==> src/core/tw_defines.svh <==
// Register offsets, field positions, reset values and status codes.
`ifndef TW_DEFINES_SVH
`define TW_DEFINES_SVH

// Register offsets on the plain register port.
`define TW_OFS_CTRL      2'h0
`define TW_OFS_STATUS    2'h1
`define TW_OFS_DATA      2'h2
`define TW_OFS_RATE      2'h3

// Field positions inside the control register.
`define TW_CTRL_FLAG     7
`define TW_CTRL_ACKEN    6
`define TW_CTRL_START    5
`define TW_CTRL_STOP     4
`define TW_CTRL_WCOL     3
`define TW_CTRL_EN       2
`define TW_CTRL_IE       0

// Field positions inside the status register.
`define TW_STAT_CODE_HI  7
`define TW_STAT_CODE_LO  3
`define TW_STAT_PS_HI    1
`define TW_STAT_PS_LO    0

// Reset values.
`define TW_RST_DATA      8'hff
`define TW_RST_RATE      8'h04
`define TW_RST_PS        2'h0

// Status codes placed in the code field.
`define TW_SC_START      5'h01
`define TW_SC_RSTART     5'h02
`define TW_SC_AW_ACK     5'h03
`define TW_SC_AW_NACK    5'h04
`define TW_SC_TX_ACK     5'h05
`define TW_SC_TX_NACK    5'h06
`define TW_SC_AR_ACK     5'h07
`define TW_SC_AR_NACK    5'h08
`define TW_SC_RX_ACK     5'h0a
`define TW_SC_RX_NACK    5'h0b
`define TW_SC_IDLE       5'h1f

`endif

==> src/core/tw_pkg.sv <==
// Types shared by the two-wire handshake controller.
`default_nettype none
package tw_pkg;

	// Bus sequencer states.
	typedef enum logic [3:0] {
		TW_IDLE       = 4'b0000,
		TW_WAIT_FREE  = 4'b0001,
		TW_START_HOLD = 4'b0010,
		TW_HOLD       = 4'b0011,
		TW_BIT_LOW    = 4'b0100,
		TW_BIT_HIGH   = 4'b0101,
		TW_ACK_LOW    = 4'b0110,
		TW_ACK_HIGH   = 4'b0111,
		TW_RS_LOW     = 4'b1000,
		TW_RS_HIGH    = 4'b1001,
		TW_STOP_LOW   = 4'b1010,
		TW_STOP_HIGH  = 4'b1011
	} tw_state_t;

	// Whole state of the controller.
	typedef struct packed {
		tw_state_t   st;
		logic        flag;
		logic        ack_en;
		logic        sta;
		logic        stop_req_bit;
		logic        wcol;
		logic        en;
		logic        block_irq_en;
		logic [1:0]  rate_prescale_sel;
		logic [7:0]  rate;
		logic [7:0]  data;
		logic [4:0]  state_code_field;
		logic [15:0] cnt;
		logic [2:0]  bitn;
		logic        addr_ph;
		logic        rd_mode;
		logic        own;
		logic        busy;
		logic [2:0]  scl_s;
		logic [2:0]  sda_s;
		logic        scl_f;
		logic        sda_f;
		logic        scl_drv;
		logic        sda_drv;
		logic [7:0]  rdata;
	} tw_regs_t;

endpackage
`default_nettype wire

==> src/core/tw_ctrl.sv <==
// Two-wire bus master with a flag-based software handshake.
`default_nettype none
`include "tw_defines.svh"

// Overview of operation
// - Every bus event except STOP sets the completion flag.
// - Interrupt needs flag, block and global enables.
// - Status code valid whenever flag is set.
// - Writing one to flag clears it.
// - No bus operation while flag is set.
// - Clearing flag starts the requested operation.
// - START done sets flag with START code.
// - Byte sent sets flag, code shows acknowledge.
// - One data register sends address and data.
// - Data byte sent sets flag and status.
// - STOP leaves flag clear, no event.
// - Clock line held low while flag set, until a disable frees it.
// - Code in bits 7:3, prescaler low bits.
// - START waits for a free bus.
// - STOP request bit clears itself after STOP.
// - Interrupt stays while flag stays high.
module tw_ctrl
	import tw_pkg::*;
(
	input  wire logic       clk_i,
	input  wire logic       reset_i,
	input  wire logic [1:0] addr_i,
	input  wire logic [7:0] wdata_i,
	input  wire logic       wr_i,
	input  wire logic       rd_i,
	output logic      [7:0] rdata_o,
	input  wire logic       cpu_irq_en_i,
	output logic            irq_o,
	input  wire logic       scl_i,
	output logic            scl_o,
	output logic            scl_oe_o,
	input  wire logic       sda_i,
	output logic            sda_o,
	output logic            sda_oe_o
);

	////////////////////////////////////////////////////////////////////////
	// Helpers.
	////////////////////////////////////////////////////////////////////////

	// Half of one bus clock period in system clocks.
	// The prescaler multiplies by 1, 4, 16 or 64.
	function automatic logic [15:0] half_period(input logic [7:0] rate,
		input logic [1:0] ps);
		logic [15:0] base;
		base = {8'h00, rate} + 16'h0001;
		case (ps)
			2'h0:    half_period = base;
			2'h1:    half_period = base << 2;
			2'h2:    half_period = base << 4;
			default: half_period = base << 6;
		endcase
	endfunction

	// Status code after an acknowledge slot completes.
	function automatic logic [4:0] ack_code(input logic addr_ph,
		input logic rd, input logic rx, input logic nack,
		input logic ack_sent);
		if (addr_ph) begin
			if (rd) begin
				ack_code = nack ? `TW_SC_AR_NACK : `TW_SC_AR_ACK;
			end else begin
				ack_code = nack ? `TW_SC_AW_NACK : `TW_SC_AW_ACK;
			end
		end else if (rx) begin
			ack_code = ack_sent ? `TW_SC_RX_ACK : `TW_SC_RX_NACK;
		end else begin
			ack_code = nack ? `TW_SC_TX_NACK : `TW_SC_TX_ACK;
		end
	endfunction

	////////////////////////////////////////////////////////////////////////
	// State.
	////////////////////////////////////////////////////////////////////////

	tw_regs_t    r_reg;   // Registered state.
	tw_regs_t    r_next;  // Next state.
	logic [15:0] hp;      // Reload value of the bit-phase counter.
	logic        tick;    // Current bit phase has run out.
	logic        rx;      // The byte under way is received, not sent.

	////////////////////////////////////////////////////////////////////////
	// Next-state logic.
	////////////////////////////////////////////////////////////////////////

	// All behaviour lives here; later assignments win, so hardware
	// setting the flag overrides a software clear in the same cycle.
	always_comb begin
		r_next = r_reg;
		hp     = half_period(r_reg.rate, r_reg.rate_prescale_sel);
		tick   = (r_reg.cnt == 16'h0000);
		rx     = r_reg.rd_mode & ~r_reg.addr_ph;

		// Read data is shown for one cycle only, zero otherwise.
		r_next.rdata = 8'h00;

		// Three-stage synchronisers; a level is accepted only once the
		// second and third stage agree, which also rejects short glitches.
		r_next.scl_s = {r_reg.scl_s[1:0], scl_i};
		r_next.sda_s = {r_reg.sda_s[1:0], sda_i};
		if (r_reg.scl_s[1] == r_reg.scl_s[2]) begin
			r_next.scl_f = r_reg.scl_s[2];
		end
		if (r_reg.sda_s[1] == r_reg.sda_s[2]) begin
			r_next.sda_f = r_reg.sda_s[2];
		end

		// Bus-busy tracking: data falling with clock high is START,
		// data rising with clock high is STOP, whoever made them.
		if (r_reg.scl_f && r_next.scl_f) begin
			if (r_reg.sda_f && !r_next.sda_f) begin
				r_next.busy = 1'b1;
			end else if (!r_reg.sda_f && r_next.sda_f) begin
				r_next.busy = 1'b0;
			end
		end

		// Bit-phase timer free-runs and reloads when it expires.
		r_next.cnt = tick ? hp : r_reg.cnt - 16'h0001;

		//------------------------------------------------------------------
		// Register reads.
		//------------------------------------------------------------------
		if (rd_i) begin
			if (addr_i == `TW_OFS_CTRL) begin
				r_next.rdata[`TW_CTRL_FLAG]  = r_reg.flag;
				r_next.rdata[`TW_CTRL_ACKEN] = r_reg.ack_en;
				r_next.rdata[`TW_CTRL_START] = r_reg.sta;
				r_next.rdata[`TW_CTRL_STOP]  = r_reg.stop_req_bit;
				r_next.rdata[`TW_CTRL_WCOL]  = r_reg.wcol;
				r_next.rdata[`TW_CTRL_EN]    = r_reg.en;
				r_next.rdata[`TW_CTRL_IE]    = r_reg.block_irq_en;
			end else if (addr_i == `TW_OFS_STATUS) begin
				// Code high, reserved bit zero, prescaler low.
				r_next.rdata[`TW_STAT_CODE_HI:`TW_STAT_CODE_LO] =
					r_reg.state_code_field;
				r_next.rdata[`TW_STAT_PS_HI:`TW_STAT_PS_LO] =
					r_reg.rate_prescale_sel;
			end else if (addr_i == `TW_OFS_DATA) begin
				r_next.rdata = r_reg.data;
			end else begin
				r_next.rdata = r_reg.rate;
			end
		end

		//------------------------------------------------------------------
		// Register writes.
		//------------------------------------------------------------------
		if (wr_i) begin
			if (addr_i == `TW_OFS_CTRL) begin
				r_next.ack_en       = wdata_i[`TW_CTRL_ACKEN];
				r_next.sta          = wdata_i[`TW_CTRL_START];
				r_next.stop_req_bit = wdata_i[`TW_CTRL_STOP];
				r_next.en           = wdata_i[`TW_CTRL_EN];
				r_next.block_irq_en = wdata_i[`TW_CTRL_IE];
				// Only a one clears the flag; a zero leaves it alone.
				if (wdata_i[`TW_CTRL_FLAG]) begin
					r_next.flag = 1'b0;
				end
			end else if (addr_i == `TW_OFS_STATUS) begin
				r_next.rate_prescale_sel =
					wdata_i[`TW_STAT_PS_HI:`TW_STAT_PS_LO];
			end else if (addr_i == `TW_OFS_DATA) begin
				// The byte may only change while the engine waits;
				// otherwise the write is dropped and flagged.
				if (r_reg.flag) begin
					r_next.data = wdata_i;
					r_next.wcol = 1'b0;
				end else begin
					r_next.wcol = 1'b1;
				end
			end else begin
				r_next.rate = wdata_i;
			end
		end

		//------------------------------------------------------------------
		// Bus sequencer.
		//------------------------------------------------------------------
		case (r_reg.st)
			TW_IDLE: begin
				// Lines released; a START request leaves idle only once
				// the flag is clear.
				r_next.scl_drv = 1'b0;
				r_next.sda_drv = 1'b0;
				if (r_reg.en && r_reg.sta && !r_reg.flag) begin
					r_next.st = TW_WAIT_FREE;
				end
			end
			TW_WAIT_FREE: begin
				// Another master holds the bus: wait for its STOP.
				if (!r_reg.busy && r_reg.scl_f) begin
					r_next.sda_drv = 1'b1;
					r_next.cnt     = hp;
					r_next.st      = TW_START_HOLD;
				end
			end
			TW_START_HOLD: begin
				// START hold time done: pull clock low and report.
				if (tick) begin
					r_next.scl_drv          = 1'b1;
					r_next.flag             = 1'b1;
					r_next.state_code_field = r_reg.own ?
						`TW_SC_RSTART : `TW_SC_START;
					r_next.own              = 1'b1;
					r_next.addr_ph          = 1'b1;
					r_next.st               = TW_HOLD;
				end
			end
			TW_HOLD: begin
				// Clock is stretched low for as long as the flag stands.
				r_next.scl_drv = 1'b1;
				if (!r_reg.flag) begin
					r_next.cnt = hp;
					if (r_reg.sta) begin
						// Repeated START: free data, then raise clock.
						r_next.sda_drv = 1'b0;
						r_next.st      = TW_RS_LOW;
					end else if (r_reg.stop_req_bit) begin
						r_next.sda_drv = 1'b1;
						r_next.st      = TW_STOP_LOW;
					end else begin
						// Byte taken from the data register as it
						// stands now.
						r_next.bitn    = 3'h7;
						r_next.sda_drv = ~rx & ~r_reg.data[7];
						r_next.st      = TW_BIT_LOW;
					end
				end
			end
			TW_BIT_LOW: begin
				if (tick) begin
					r_next.scl_drv = 1'b0;
					r_next.st      = TW_BIT_HIGH;
				end
			end
			TW_BIT_HIGH: begin
				// A slave stretching the clock holds the phase timer.
				if (!r_reg.scl_f) begin
					r_next.cnt = hp;
				end else if (tick) begin
					// Bus bit shifts in while ours shifts out.
					r_next.data    = {r_reg.data[6:0], r_reg.sda_f};
					r_next.scl_drv = 1'b1;
					if (r_reg.bitn == 3'h0) begin
						r_next.sda_drv = rx & r_reg.ack_en;
						r_next.st      = TW_ACK_LOW;
					end else begin
						r_next.bitn    = r_reg.bitn - 3'h1;
						r_next.sda_drv = ~rx & ~r_reg.data[6];
						r_next.st      = TW_BIT_LOW;
					end
				end
			end
			TW_ACK_LOW: begin
				if (tick) begin
					r_next.scl_drv = 1'b0;
					r_next.st      = TW_ACK_HIGH;
				end
			end
			TW_ACK_HIGH: begin
				if (!r_reg.scl_f) begin
					r_next.cnt = hp;
				end else if (tick) begin
					// Byte done: clock low, report outcome, wait.
					r_next.scl_drv          = 1'b1;
					r_next.sda_drv          = 1'b0;
					r_next.flag             = 1'b1;
					r_next.state_code_field = ack_code(r_reg.addr_ph,
						r_reg.data[0], rx, r_reg.sda_f,
						r_reg.ack_en);
					if (r_reg.addr_ph) begin
						r_next.rd_mode = r_reg.data[0];
					end
					r_next.addr_ph          = 1'b0;
					r_next.st               = TW_HOLD;
				end
			end
			TW_RS_LOW: begin
				if (tick) begin
					r_next.scl_drv = 1'b0;
					r_next.st      = TW_RS_HIGH;
				end
			end
			TW_RS_HIGH: begin
				if (!r_reg.scl_f) begin
					r_next.cnt = hp;
				end else if (tick) begin
					r_next.sda_drv = 1'b1;
					r_next.st      = TW_START_HOLD;
				end
			end
			TW_STOP_LOW: begin
				if (tick) begin
					r_next.scl_drv = 1'b0;
					r_next.st      = TW_STOP_HIGH;
				end
			end
			TW_STOP_HIGH: begin
				if (!r_reg.scl_f) begin
					r_next.cnt = hp;
				end else if (tick) begin
					// STOP out: no flag, request bit self-clears.
					r_next.sda_drv          = 1'b0;
					r_next.stop_req_bit     = 1'b0;
					r_next.own              = 1'b0;
					r_next.rd_mode          = 1'b0;
					r_next.state_code_field = `TW_SC_IDLE;
					r_next.st               = TW_IDLE;
				end
			end
			default: begin
				r_next.st = TW_IDLE;
			end
		endcase

		// Disabling aborts whatever is under way and frees the lines.
		if (!r_reg.en) begin
			r_next.st      = TW_IDLE;
			r_next.scl_drv = 1'b0;
			r_next.sda_drv = 1'b0;
			r_next.own     = 1'b0;
			r_next.rd_mode = 1'b0;
		end
	end

	////////////////////////////////////////////////////////////////////////
	// State register.
	////////////////////////////////////////////////////////////////////////

	// Synchronous reset; synchronisers reset to the idle-high bus.
	always_ff @(posedge clk_i) begin
		if (reset_i) begin
			r_reg                   <= '0;
			r_reg.st                <= TW_IDLE;
			r_reg.data              <= `TW_RST_DATA;
			r_reg.rate              <= `TW_RST_RATE;
			r_reg.rate_prescale_sel <= `TW_RST_PS;
			r_reg.state_code_field  <= `TW_SC_IDLE;
			r_reg.scl_s             <= 3'h7;
			r_reg.sda_s             <= 3'h7;
			r_reg.scl_f             <= 1'b1;
			r_reg.sda_f             <= 1'b1;
		end else begin
			r_reg <= r_next;
		end
	end

	////////////////////////////////////////////////////////////////////////
	// Outputs.
	////////////////////////////////////////////////////////////////////////

	// Open-drain lines only ever pull low.
	assign scl_o    = 1'b0;
	assign sda_o    = 1'b0;
	assign scl_oe_o = r_reg.scl_drv;
	assign sda_oe_o = r_reg.sda_drv;
	assign rdata_o  = r_reg.rdata;

	// Level request: follows the flag, not cleared by servicing.
	assign irq_o = r_reg.flag & r_reg.block_irq_en
		& cpu_irq_en_i;

endmodule
`default_nettype wire

==> config.mk <==
export PLATFORM = sky130hd
export DESIGN_NAME = tw_ctrl
export DESIGN_NICKNAME = d
export VERILOG_FILES = /design/src/core/tw_pkg.sv /design/src/core/tw_ctrl.sv
export VERILOG_INCLUDE_DIRS = /design/src /design/src/core
export SDC_FILE = /design/constraint.sdc
export NUM_CORES = 1
export LEC_CHECK = 0
export BUFFER_PORTS_ARGS = -buffer_cell sky130_fd_sc_hd__buf_2
export CORE_MARGIN = 2
export CORE_UTILIZATION = 60
export DETAILED_ROUTE_END_ITERATION = 12
export GPL_ROUTABILITY_DRIVEN = 0
export HOLD_SLACK_MARGIN = 0.1
export PLACE_DENSITY = 0.82
export SYNTH_ARGS = -nofsm -noshare
export SYNTH_HDL_FRONTEND = slang
export SYNTH_SLANG_ARGS = --single-unit
==> constraint.sdc <==
create_clock -name clk_i -period 3.8 [get_ports clk_i]
set_input_delay 0.19 -clock clk_i [delete_from_list [all_inputs] [get_ports clk_i]]
set_output_delay 0.19 -clock clk_i [all_outputs]
set_load 0.01 [all_outputs]
==> qor.yml, run 1 <==
die:
  die_y_um: 90.4
  die-width_um: 90.4
  num_rows: 31
  i_o_pin_count: 30
  design.core.area_um2: 7250
  die_outline_area_um2: 8160
  floorplan.initialDensity_pct: 61.7
place:
  postPlaceCellArea_um2: 4510
  place_hpwl_um: 7650
  buffer_ports.inserted: 27
  post-place-cells: 633
  pre_cts_setup_slack_ns: 1.34
sta:
  hold_viol: 0
  timing.slew.headroom_pct: 40.6
  max_slew.worst_pin.slew_ns: 0.890
  final_min_period_over_clock_period_pct: 66.5
  setup_ws_ns: 1.27
  fin_setup_tns_ns: 0
  maximum_clock_frequency_mhz: 396
  rsz0062_at_grt: "no"
  worst_hold_slack_ns: 0.113
  period_needed_ns: 2.53
  clock-skew-final_ns: 0.0126
  timing.final.setup_violations: 0
  final-max-slew-violation-count: 0
yosys:
  dominant_cell_type_by_area_after_synthesis: "dfxtp_1"
  synth_top_family_by_area: "simple AND/OR/NAND/NOR gates"
  yosys_warnings: 0
  synth.ff_latch_count: 75
  yosys.area_share.simple_pct: 25.0
  yosys.area.top_type_share_pct: 33.6
  synth-compound-area-share_pct: 22.9
  netlist-cell-type-count: 75
  syn-mean-instance-area_um2: 8.11
  post_synth_adder_cell_area_pct: 3.02
  sequential_area_share_after_synthesis_pct: 33.6
  synth_enable_flop_cells: 0
  synth_xor_xnor_area_share_pct: 3.13
  netlist_instances: 552
  async_reset_ff_share_pct: 0
  synth_ff_type: "dfxtp_1"
  share_of_synthesized_area_spent_on_multiplexers_pct: 5.87
  yosys-top-cells-area: "dfxtp_1 34%, mux2i_1 5.4%, nand2_1 4.8%"
  synthesis.area_um2: 4470
pwr:
  vdd_ir_drop_max_uv: 263
  power_mw: 2.18
  cellPowerDensity_nw_per_um2: 459
  total_leakage_power_nw: 1.76
critical_path:
  criticalPathCategory: "reg -> reg"
  critPathCaptureType: "flop"
  worstPathArrival_ns: 2.77
  crit_start: "r_reg[73]$_SDFFE_PP0P_"
  worstReg2RegEnd: "r_reg[74]$_SDFFE_PP0P_"
  worst-r2r-cell-count: 5
  critPathRequiredTime_ns: 4.05
  crit_path_max_fanout: 27
  timing.critical_path.to: "r_reg[74]$_SDFFE_PP0P_"
  r2r_setup_slack_ns: 1.27
  timing.rr.start: "r_reg[73]$_SDFFE_PP0P_"
  critical_path.startpoint_type: "flop"
drt:
  via_count: 4180
  drtPass1Iterations: 5
  route.final.wire_length_um: 11200
  final_antenna_net_count: 0
  drc: 0
  wl_per_cell_um: 17.1
  drt-initial-drc-count: 495
  drt-vias-per-instance: 6.41
global_route:
  largest_net_degree_at_the_start_of_global_routing: 41
  grt.total_usage_pct: 27.8
  grt.overflow.total: 0
  number_of_global_route_vias_before_repair: 3831
  antenna_violations_before_repair: 0
  grt_pass1_wl_um: 18700
clocking:
  clock_tree.htree_level_count: 3
  path_clk_slew_ns: 0.08
  cts_hold_buf: 3
  clock_latency_ns: 0.36
  cts_inserted_buffers: 9
  cts-resized-gates: 0
  clock_sinks: 75
  cts_tree: "built"
  post-cts-setup-buffers: 0
  cts_root_buf: "clkbuf_8"
  clock_path_buffers: 2
final_layout:
  antenna_cells_inserted: 0
  finish.cell_count_without_fillers: 652
  final_core_util_pct: 65.5
  drive_gt1_share_pct: 12.7
  largest_register_ffs: 61
  design_area_um2: 4750
  areaGrowthSynthToFinish_pct: 6.12
  nets: 575
worst_hold_path:
  worst_hold_path_type: "in -> reg"
flow_run:
  max_cap_violations: 0
run_status:
  status: "finished, final reports clean"
power breakdown:
group	internal, mW	switching [mW]
sequential	0.860	0.0891
clock	0.314	0.327
combinational	0.253	0.334
total	1.43	0.750
worst min-delay path by stage:
stage	start	endpoint	slack, ns	cells past startpoint
3_5_place_dp	scl_i	r_next[16]$_SDFF_PP1_	0.38	2
5_1_grt	wdata_i[1]	r_reg[63]$_SDFFE_PP0P_	0.11	3
2_1_floorplan	sda_i	r_next[13]$_SDFF_PP1_	0.29	1
3_3_place_gp	scl_i	r_next[16]$_SDFF_PP1_	0.37	2
4_1_cts	wdata_i[1]	r_reg[63]$_SDFFE_PP0P_	0.11	3
6_report	wdata_i[1]	r_reg[63]$_SDFFE_PP0P_	0.11	3
per-layer routing:
layer  vias up  wire [um]  track usage [%]
met3        24        791             5.26
met2       184       5220             44.4
met5         -          0                0
met1      1977       4930             36.6
met4         0        231             12.1
li1       1995          -                -
cell type report:
class	count	area, um2
Sequential cell	75	1500
Fill cell	630	2500
Timing Repair Buffer	31	173
Clock buffer	9	124
Multi-Input combinational cell	417	2690
Inverter	14	52.6
Tap cell	99	124
Clock inverter	7	83.8
synthesized netlist by cell type, types with 3 or more instances:
cell type / number
and3_1: 13
dfxtp_1: 75
inv_1: 14
o21a_1: 4
or4_1: 5
clkbuf_1: 25
nor4_1: 3
a211o_1: 3
o311ai_0: 3
nand2b_1: 11
nand2_1: 57
a21oi_1: 36
o21ai_0: 38
buf_1: 3
nor2_1: 41
a211oi_1: 24
xor2_1: 5
ha_1: 10
nor2b_1: 10
xnor2_1: 11
nand3_1: 23
nor3_1: 8
nor3b_1: 3
mux2i_1: 24
buf_4: 11
or2_2: 8
o211ai_1: 3
and4_1: 3
o31ai_1: 3
a31oi_1: 6
buf_2: 7
worst max-delay path: stages, from the launching register on:
cell      delay [ns]
dfxtp_1         0.84
or3b_2          0.50
a211oi_1        0.38
a211oi_1        0.15
o21ai_2         0.18
mux2_2          0.37
placed cells by master (no fill, tap or decap), types with 3 or more instances in the layout:
cell type / Yosys / layout
a211o_1: 3 / 3
a211oi_1: 24 / 24
a21oi_1: 36 / 36
a31oi_1: 6 / 6
and3_1: 13 / 13
and4_1: 3 / 3
buf_2: 7 / 27
clkbuf_8: 0 / 9
dfxtp_1: 75 / 75
dlygate4sd3_1: 0 / 3
ha_1: 10 / 10
inv_1: 14 / 14
mux2i_1: 24 / 24
nand2_1: 57 / 57
nand2b_1: 11 / 11
nand3_1: 23 / 23
nor2_1: 41 / 41
nor2b_1: 10 / 10
nor3_1: 8 / 8
nor3b_1: 3 / 3
nor4_1: 3 / 3
o211ai_1: 3 / 3
o21a_1: 4 / 4
o21ai_0: 38 / 38
o311ai_0: 3 / 3
o31ai_1: 3 / 3
or2_2: 8 / 8
or4_1: 5 / 5
xnor2_1: 11 / 11
xor2_1: 5 / 5
cells by family (layout without fill, tap and decap cells):
| kind of cell | Yosys count | after routing |
|---|---|---|
| AO/OA/AOI/OAI | 154 | 154 |
| other | 1 | 2 |
| XOR/XNOR | 16 | 16 |
| buffers and inverters | 61 | 61 |
| flip-flops | 75 | 75 |
| AND/OR/NAND/NOR | 208 | 208 |
| multiplexers | 26 | 26 |
| adder cells (fa/ha/maj) | 11 | 11 |
(Power assumes the default switching activity.)
==> run 2: changes to the inputs <==
==> constraint.sdc (replaced) <==
create_clock -name clk_i -period 2.54 [get_ports clk_i]
set_input_delay 0.127 -clock clk_i [delete_from_list [all_inputs] [get_ports clk_i]]
set_output_delay 0.127 -clock clk_i [all_outputs]
set_load 0.01 [all_outputs]
==> qor.yml, run 2 (synthesis results as in run 1) <==
worst_hold_path:
  worst_hold_path_type: "in -> reg"
  hold_depth: 3
  worstHoldEndpoint: "rdata_o[5]$_SDFF_PP0_"
  hold_path_startpoint: "rd_i"
sta:
  setup_ws_ns: 0.201
  final-max-slew-violation-count: 0
  hold_viol: 0
  max_slew.worst_pin.slew_ns: 0.646
  final_min_period_over_clock_period_pct: 92.1
  period_needed_ns: 2.34
  clock-skew-final_ns: 0.0153
  rsz0062_at_grt: "no"
  timing.final.setup_violations: 0
  timing.slew.headroom_pct: 55.8
  fin_setup_tns_ns: 0
  worst_hold_slack_ns: 0.227
  maximum_clock_frequency_mhz: 428
critical_path:
  r2r_setup_slack_ns: 0.20
  timing.rr.start: "r_reg[25]$_SDFF_PP0_"
  slowest_stage: "and4_1"
  critPathRequiredTime_ns: 2.81
  worstPathArrival_ns: 2.61
  critPathCaptureType: "flop"
  crit_path_cell_trace: "inv_1 > ha_1 > nor3b_1 > and4_1 > buf_4 > and3_1 > a211oi_1 > o21ai_0"
  timing.critical_path.slowest_cell_delay_ns: 0.47
  crit_path_max_fanout: 8
  worstReg2RegEnd: "r_reg[47]$_SDFF_PP1_"
  criticalPathCategory: "reg -> reg"
  worst-r2r-cell-count: 8
  crit_start: "r_reg[25]$_SDFF_PP0_"
  critical_path.startpoint_type: "flop"
pwr:
  power_mw: 3.27
  clock_power_share_pct: 26.4
  cellPowerDensity_nw_per_um2: 657
  power.net_switching_mw: 1.16
  reg_power_share_pct: 43.2
  power.switching_fraction_pct: 35.3
  power.internal_mw: 2.12
  total_leakage_power_nw: 1.89
  combinationalPowerShare_pct: 30.4
  vdd_ir_drop_max_uv: 486
die:
  floorplan.initialDensity_pct: 61.7
  design.core.area_um2: 7250
  i_o_pin_count: 30
  die_outline_area_um2: 8160
  die-width_um: 90.4
  die_y_um: 90.4
  num_rows: 31
global_route:
  grt.met3_usage_pct: 5.59
  number_of_global_route_vias_before_repair: 4186
  antenna_violations_before_repair: 0
  gr-max-usage-layer: "met2"
  global_routing_usage_on_met2_pct: 48.0
  grt.overflow.total: 0
  largest_net_degree_at_the_start_of_global_routing: 30
  grt_use_met1_pct: 37.8
  grt.total_usage_pct: 29.9
  grt_pass1_wl_um: 20000
place:
  pre_cts_setup_slack_ns: 0.257
  buffer_ports.inserted: 27
  place_hpwl_um: 8040
  post-place-cells: 654
final_layout:
  finish.cell_count_without_fillers: 682
  largest_register_ffs: 61
  final_cell_mix: "75 x dfxtp_1, 57 x nand2_1, 41 x nor2_1"
  mostFrequentLayoutCell: "dfxtp_1"
  drive_gt1_share_pct: 15.6
  antenna_cells_inserted: 0
  nets: 605
  areaGrowthSynthToFinish_pct: 11.2
clocking:
  cts_root_buf: "clkbuf_8"
  cts_tree: "built"
  clock_sinks: 75
  clock_latency_ns: 0.36
  clock_tree.htree_level_count: 3
  clock_path_buffers: 2
  path_clk_slew_ns: 0.09
  cts_inserted_buffers: 9
drt:
  drt-initial-drc-count: 436
  via_count: 4356
  drc: 0
  route.final.wire_length_um: 11900
  final_antenna_net_count: 0
  drt-vias-per-instance: 6.39
  drtPass1Iterations: 6
  wl_per_cell_um: 17.4
run_status:
  status: "finished, final reports clean"
flow_run:
  max_cap_violations: 0
==> run 2: layer usage <==
metal	share of wire [%]	vias to the layer above	wire [um]
li1	-	2052	-
met1	42	2039	4950
met2	47	222	5620
met3	7.5	43	887
met4	3.5	0	415
met5	0	-	0
==> run 2: cell type report <==
cell class	count	area [um2]
clock buffer	9	124
timing repair buffer	61	420
multi-input combinational	417	2700
fill	551	2280
tap	99	124
inverter	14	52.6
sequential	75	1500
clock inverter	7	56.3
==> run 2: power groups by stage <==
stage / Combinational (mW) / Sequential (mW) / Clock, mW
floorplan: 0.727 / 1.40 / 0
global placement: 0.918 / 1.43 / 0
detailed placement: 0.952 / 1.43 / 0
CTS: 0.975 / 1.41 / 0.877
global route: 1.10 / 1.43 / 0.912
finish: 0.995 / 1.41 / 0.864
==> run 2: critical path, delay by kind of cell, from the launching register on <==
kind            cells  cell delay (ns)
simple gates        3             1.13
compound gates      2             0.35
flops               1             0.33
buf+inv             2             0.30
fa+ha+maj           1             0.14
==> run 2: how the worst max path moves through the flow <==
stage	endpoint	slack, ns	cells past startpoint
floorplan	r_reg[26]$_SDFF_PP0_	0.64	8
global placement	r_reg[31]$_SDFF_PP0_	0.39	7
detailed placement	r_reg[35]$_SDFF_PP0_	0.26	7
CTS	r_reg[35]$_SDFF_PP0_	0.20	7
global route	r_reg[47]$_SDFF_PP1_	0.01	8
finish	r_reg[47]$_SDFF_PP1_	0.20	8
==> run 2: timing repair <==
item / in CTS / in global routing
gates resized for setup: 0 / 1
setup buffers: 0 / 0
endpoints found under the setup margin: 0 / 7
endpoints found under the hold margin: 16 / 0
hold buffers: 12 / 0
==> run 2: per-stage QoR <==
step / utilization, % / area (um2)
2_1_floorplan: - / 4480
4_1_cts: 68.5 / 4970
5_1_grt: 68.6 / 4980
6_report: 68.6 / 4980
3_5_place_dp: 64.4 / 4670
3_3_place_gp: 64.4 / 4670
==> run 3: changes to the inputs <==
--- a/config.mk
+++ b/config.mk
@@ -7,12 +7,12 @@
 export NUM_CORES = 1
 export LEC_CHECK = 0
 export BUFFER_PORTS_ARGS = -buffer_cell sky130_fd_sc_hd__buf_2
-export CORE_MARGIN = 2
 export CORE_UTILIZATION = 60
 export DETAILED_ROUTE_END_ITERATION = 12
 export GPL_ROUTABILITY_DRIVEN = 0
 export HOLD_SLACK_MARGIN = 0.1
 export PLACE_DENSITY = 0.82
+export RECOVER_POWER = 25
 export SYNTH_ARGS = -nofsm -noshare
 export SYNTH_HDL_FRONTEND = slang
 export SYNTH_SLANG_ARGS = --single-unit
==> qor.yml, run 3 (synthesis results as in run 1) <==
critical_path:
  crit_path_max_fanout: 16
  r2r_setup_slack_ns: 0.19
  worstPathArrival_ns: 2.63
  critPathCaptureType: "flop"
  critPathRequiredTime_ns: 2.82
  worst-r2r-cell-count: 6
  criticalPathCategory: "reg -> reg"
  critical_path.startpoint_type: "flop"
final_layout:
  largest_register_ffs: 61
  layout.filler_cells: 582
  drive_gt1_share_pct: 13.0
  antenna_cells_inserted: 0
  final_cell_mix: "75 x dfxtp_1, 57 x nand2_1, 41 x nor2_1"
  final_core_util_pct: 68.3
  areaGrowthSynthToFinish_pct: 10.1
  nets: 598
  multi_input_comb_area_um2: 2690
  ff_latch_area_um2: 1500
  mostFrequentLayoutCell: "dfxtp_1"
pwr:
  cellPowerDensity_nw_per_um2: 675
  power_mw: 3.32
  combinationalPowerShare_pct: 28.0
  power.net_switching_mw: 1.14
  reg_power_share_pct: 42.6
  total_leakage_power_nw: 1.83
  vdd_ir_drop_max_uv: 384
  power.internal_mw: 2.19
  power.switching_fraction_pct: 34.2
  clock_power_share_pct: 29.5
global_route:
  grt_pass1_wl_um: 19100
  grt.overflow.total: 0
  grt.total_usage_pct: 31.7
  largest_net_degree_at_the_start_of_global_routing: 41
  antenna_violations_before_repair: 0
  number_of_global_route_vias_before_repair: 4056
die:
  die-width_um: 88.4
  design.core.area_um2: 7210
  num_rows: 31
  die_outline_area_um2: 7810
  die_y_um: 88.4
  floorplan.initialDensity_pct: 62.0
  i_o_pin_count: 30
sta:
  timing.slew.headroom_pct: 48.6
  max_slew.worst_pin.slew_ns: 0.771
  fin_setup_tns_ns: 0
  hold_viol: 0
  final-max-slew-violation-count: 0
  maximum_clock_frequency_mhz: 426
  rsz0062_at_grt: "no"
  clock-skew-final_ns: 0.0115
  timing.final.setup_violations: 0
  final_min_period_over_clock_period_pct: 92.3
  period_needed_ns: 2.35
drt:
  drc: 0
  drt-initial-drc-count: 477
  wl_per_cell_um: 17.0
  final_antenna_net_count: 0
  drtPass1Iterations: 6
  via_count: 4208
  route.final.wire_length_um: 11500
  drt-vias-per-instance: 6.23
run_status:
  status: "finished, final reports clean"
worst_hold_path:
  worst_hold_path_type: "in -> reg"
  hold_depth: 3
clocking:
  clock_path_buffers: 2
  post-cts-setup-buffers: 0
  cts_inserted_buffers: 9
  path_clk_slew_ns: 0.09
  clock_latency_ns: 0.36
  cts_root_buf: "clkbuf_8"
  cts-resized-gates: 0
  clock_tree.htree_level_count: 3
  cts_tree: "built"
  clock_sinks: 75
flow_run:
  max_cap_violations: 0
place:
  place_hpwl_um: 7670
  buffer_ports.inserted: 27
-- run 3: area by class of cell --
type | instances | share of cell area [%]
Multi-Input combinational cell | 417 | 54.6
Sequential cell | 75 | 30.5
Timing Repair Buffer | 54 | 7.16
Clock buffer | 9 | 2.52
Tap cell | 99 | 2.52
Clock inverter | 7 | 1.63
Inverter | 14 | 1.07
-- run 3: per-stage QoR --
step	area (um2)	hold slack, ns	setup slack, ns	std cells
floorplan	4480	0.231	0.638	553
global placement	4620	0.311	0.333	648
detailed placement	4620	0.316	0.293	648
CTS	4940	0.247	0.262	675
global route	4920	0.248	0.0502	675
finish	4920	0.232	0.194	675
-- run 3: what timing repair did --
item | CTS | global route
hold buffers | 11 | 0
setup endpoints to repair | 0 | 0
endpoints found under the hold margin | 16 | 0
-- run 3: metal layers --
metal	GRT usage, %	wire, um	vias to the layer above
met5	0	0	-
met2	51.1	5260	184
met1	39.9	4940	1949
met4	17.6	437	0
met3	6.06	817	49
li1	-	-	2026
-- run 3: path summary, 6_finish.rpt --
| kind | from | endpoint |
|---|---|---|
| worst min register to register | r_next[16]$_SDFF_PP1_ | r_next[17]$_SDFF_PP1_ |
| worst max register to register | r_reg[74]$_SDFFE_PP0P_ | r_reg[37]$_SDFF_PP0_ |
| worst min-delay path | rd_i | rdata_o[6]$_SDFF_PP0_ |
| worst max-delay path | r_reg[74]$_SDFFE_PP0P_ | r_reg[37]$_SDFF_PP0_ |
-- run 3: power groups by stage --
stage	logic, mW	clock network [mW]	registers (mW)
final	0.929	0.979	1.41
after floorplan	0.727	0	1.40
after detailed placement	0.905	0	1.44
after CTS	0.926	0.979	1.41
after global routing	1.02	1.03	1.43
after global placement	0.894	0	1.43
-- run 3: worst max-delay path: stages, from the launching register on --
cell      delay [ns]
dfxtp_1         0.49
nor3b_1         0.59
o211a_1         0.31
a211oi_2        0.04
buf_4           0.19
or4_1           0.50
a21oi_1         0.13
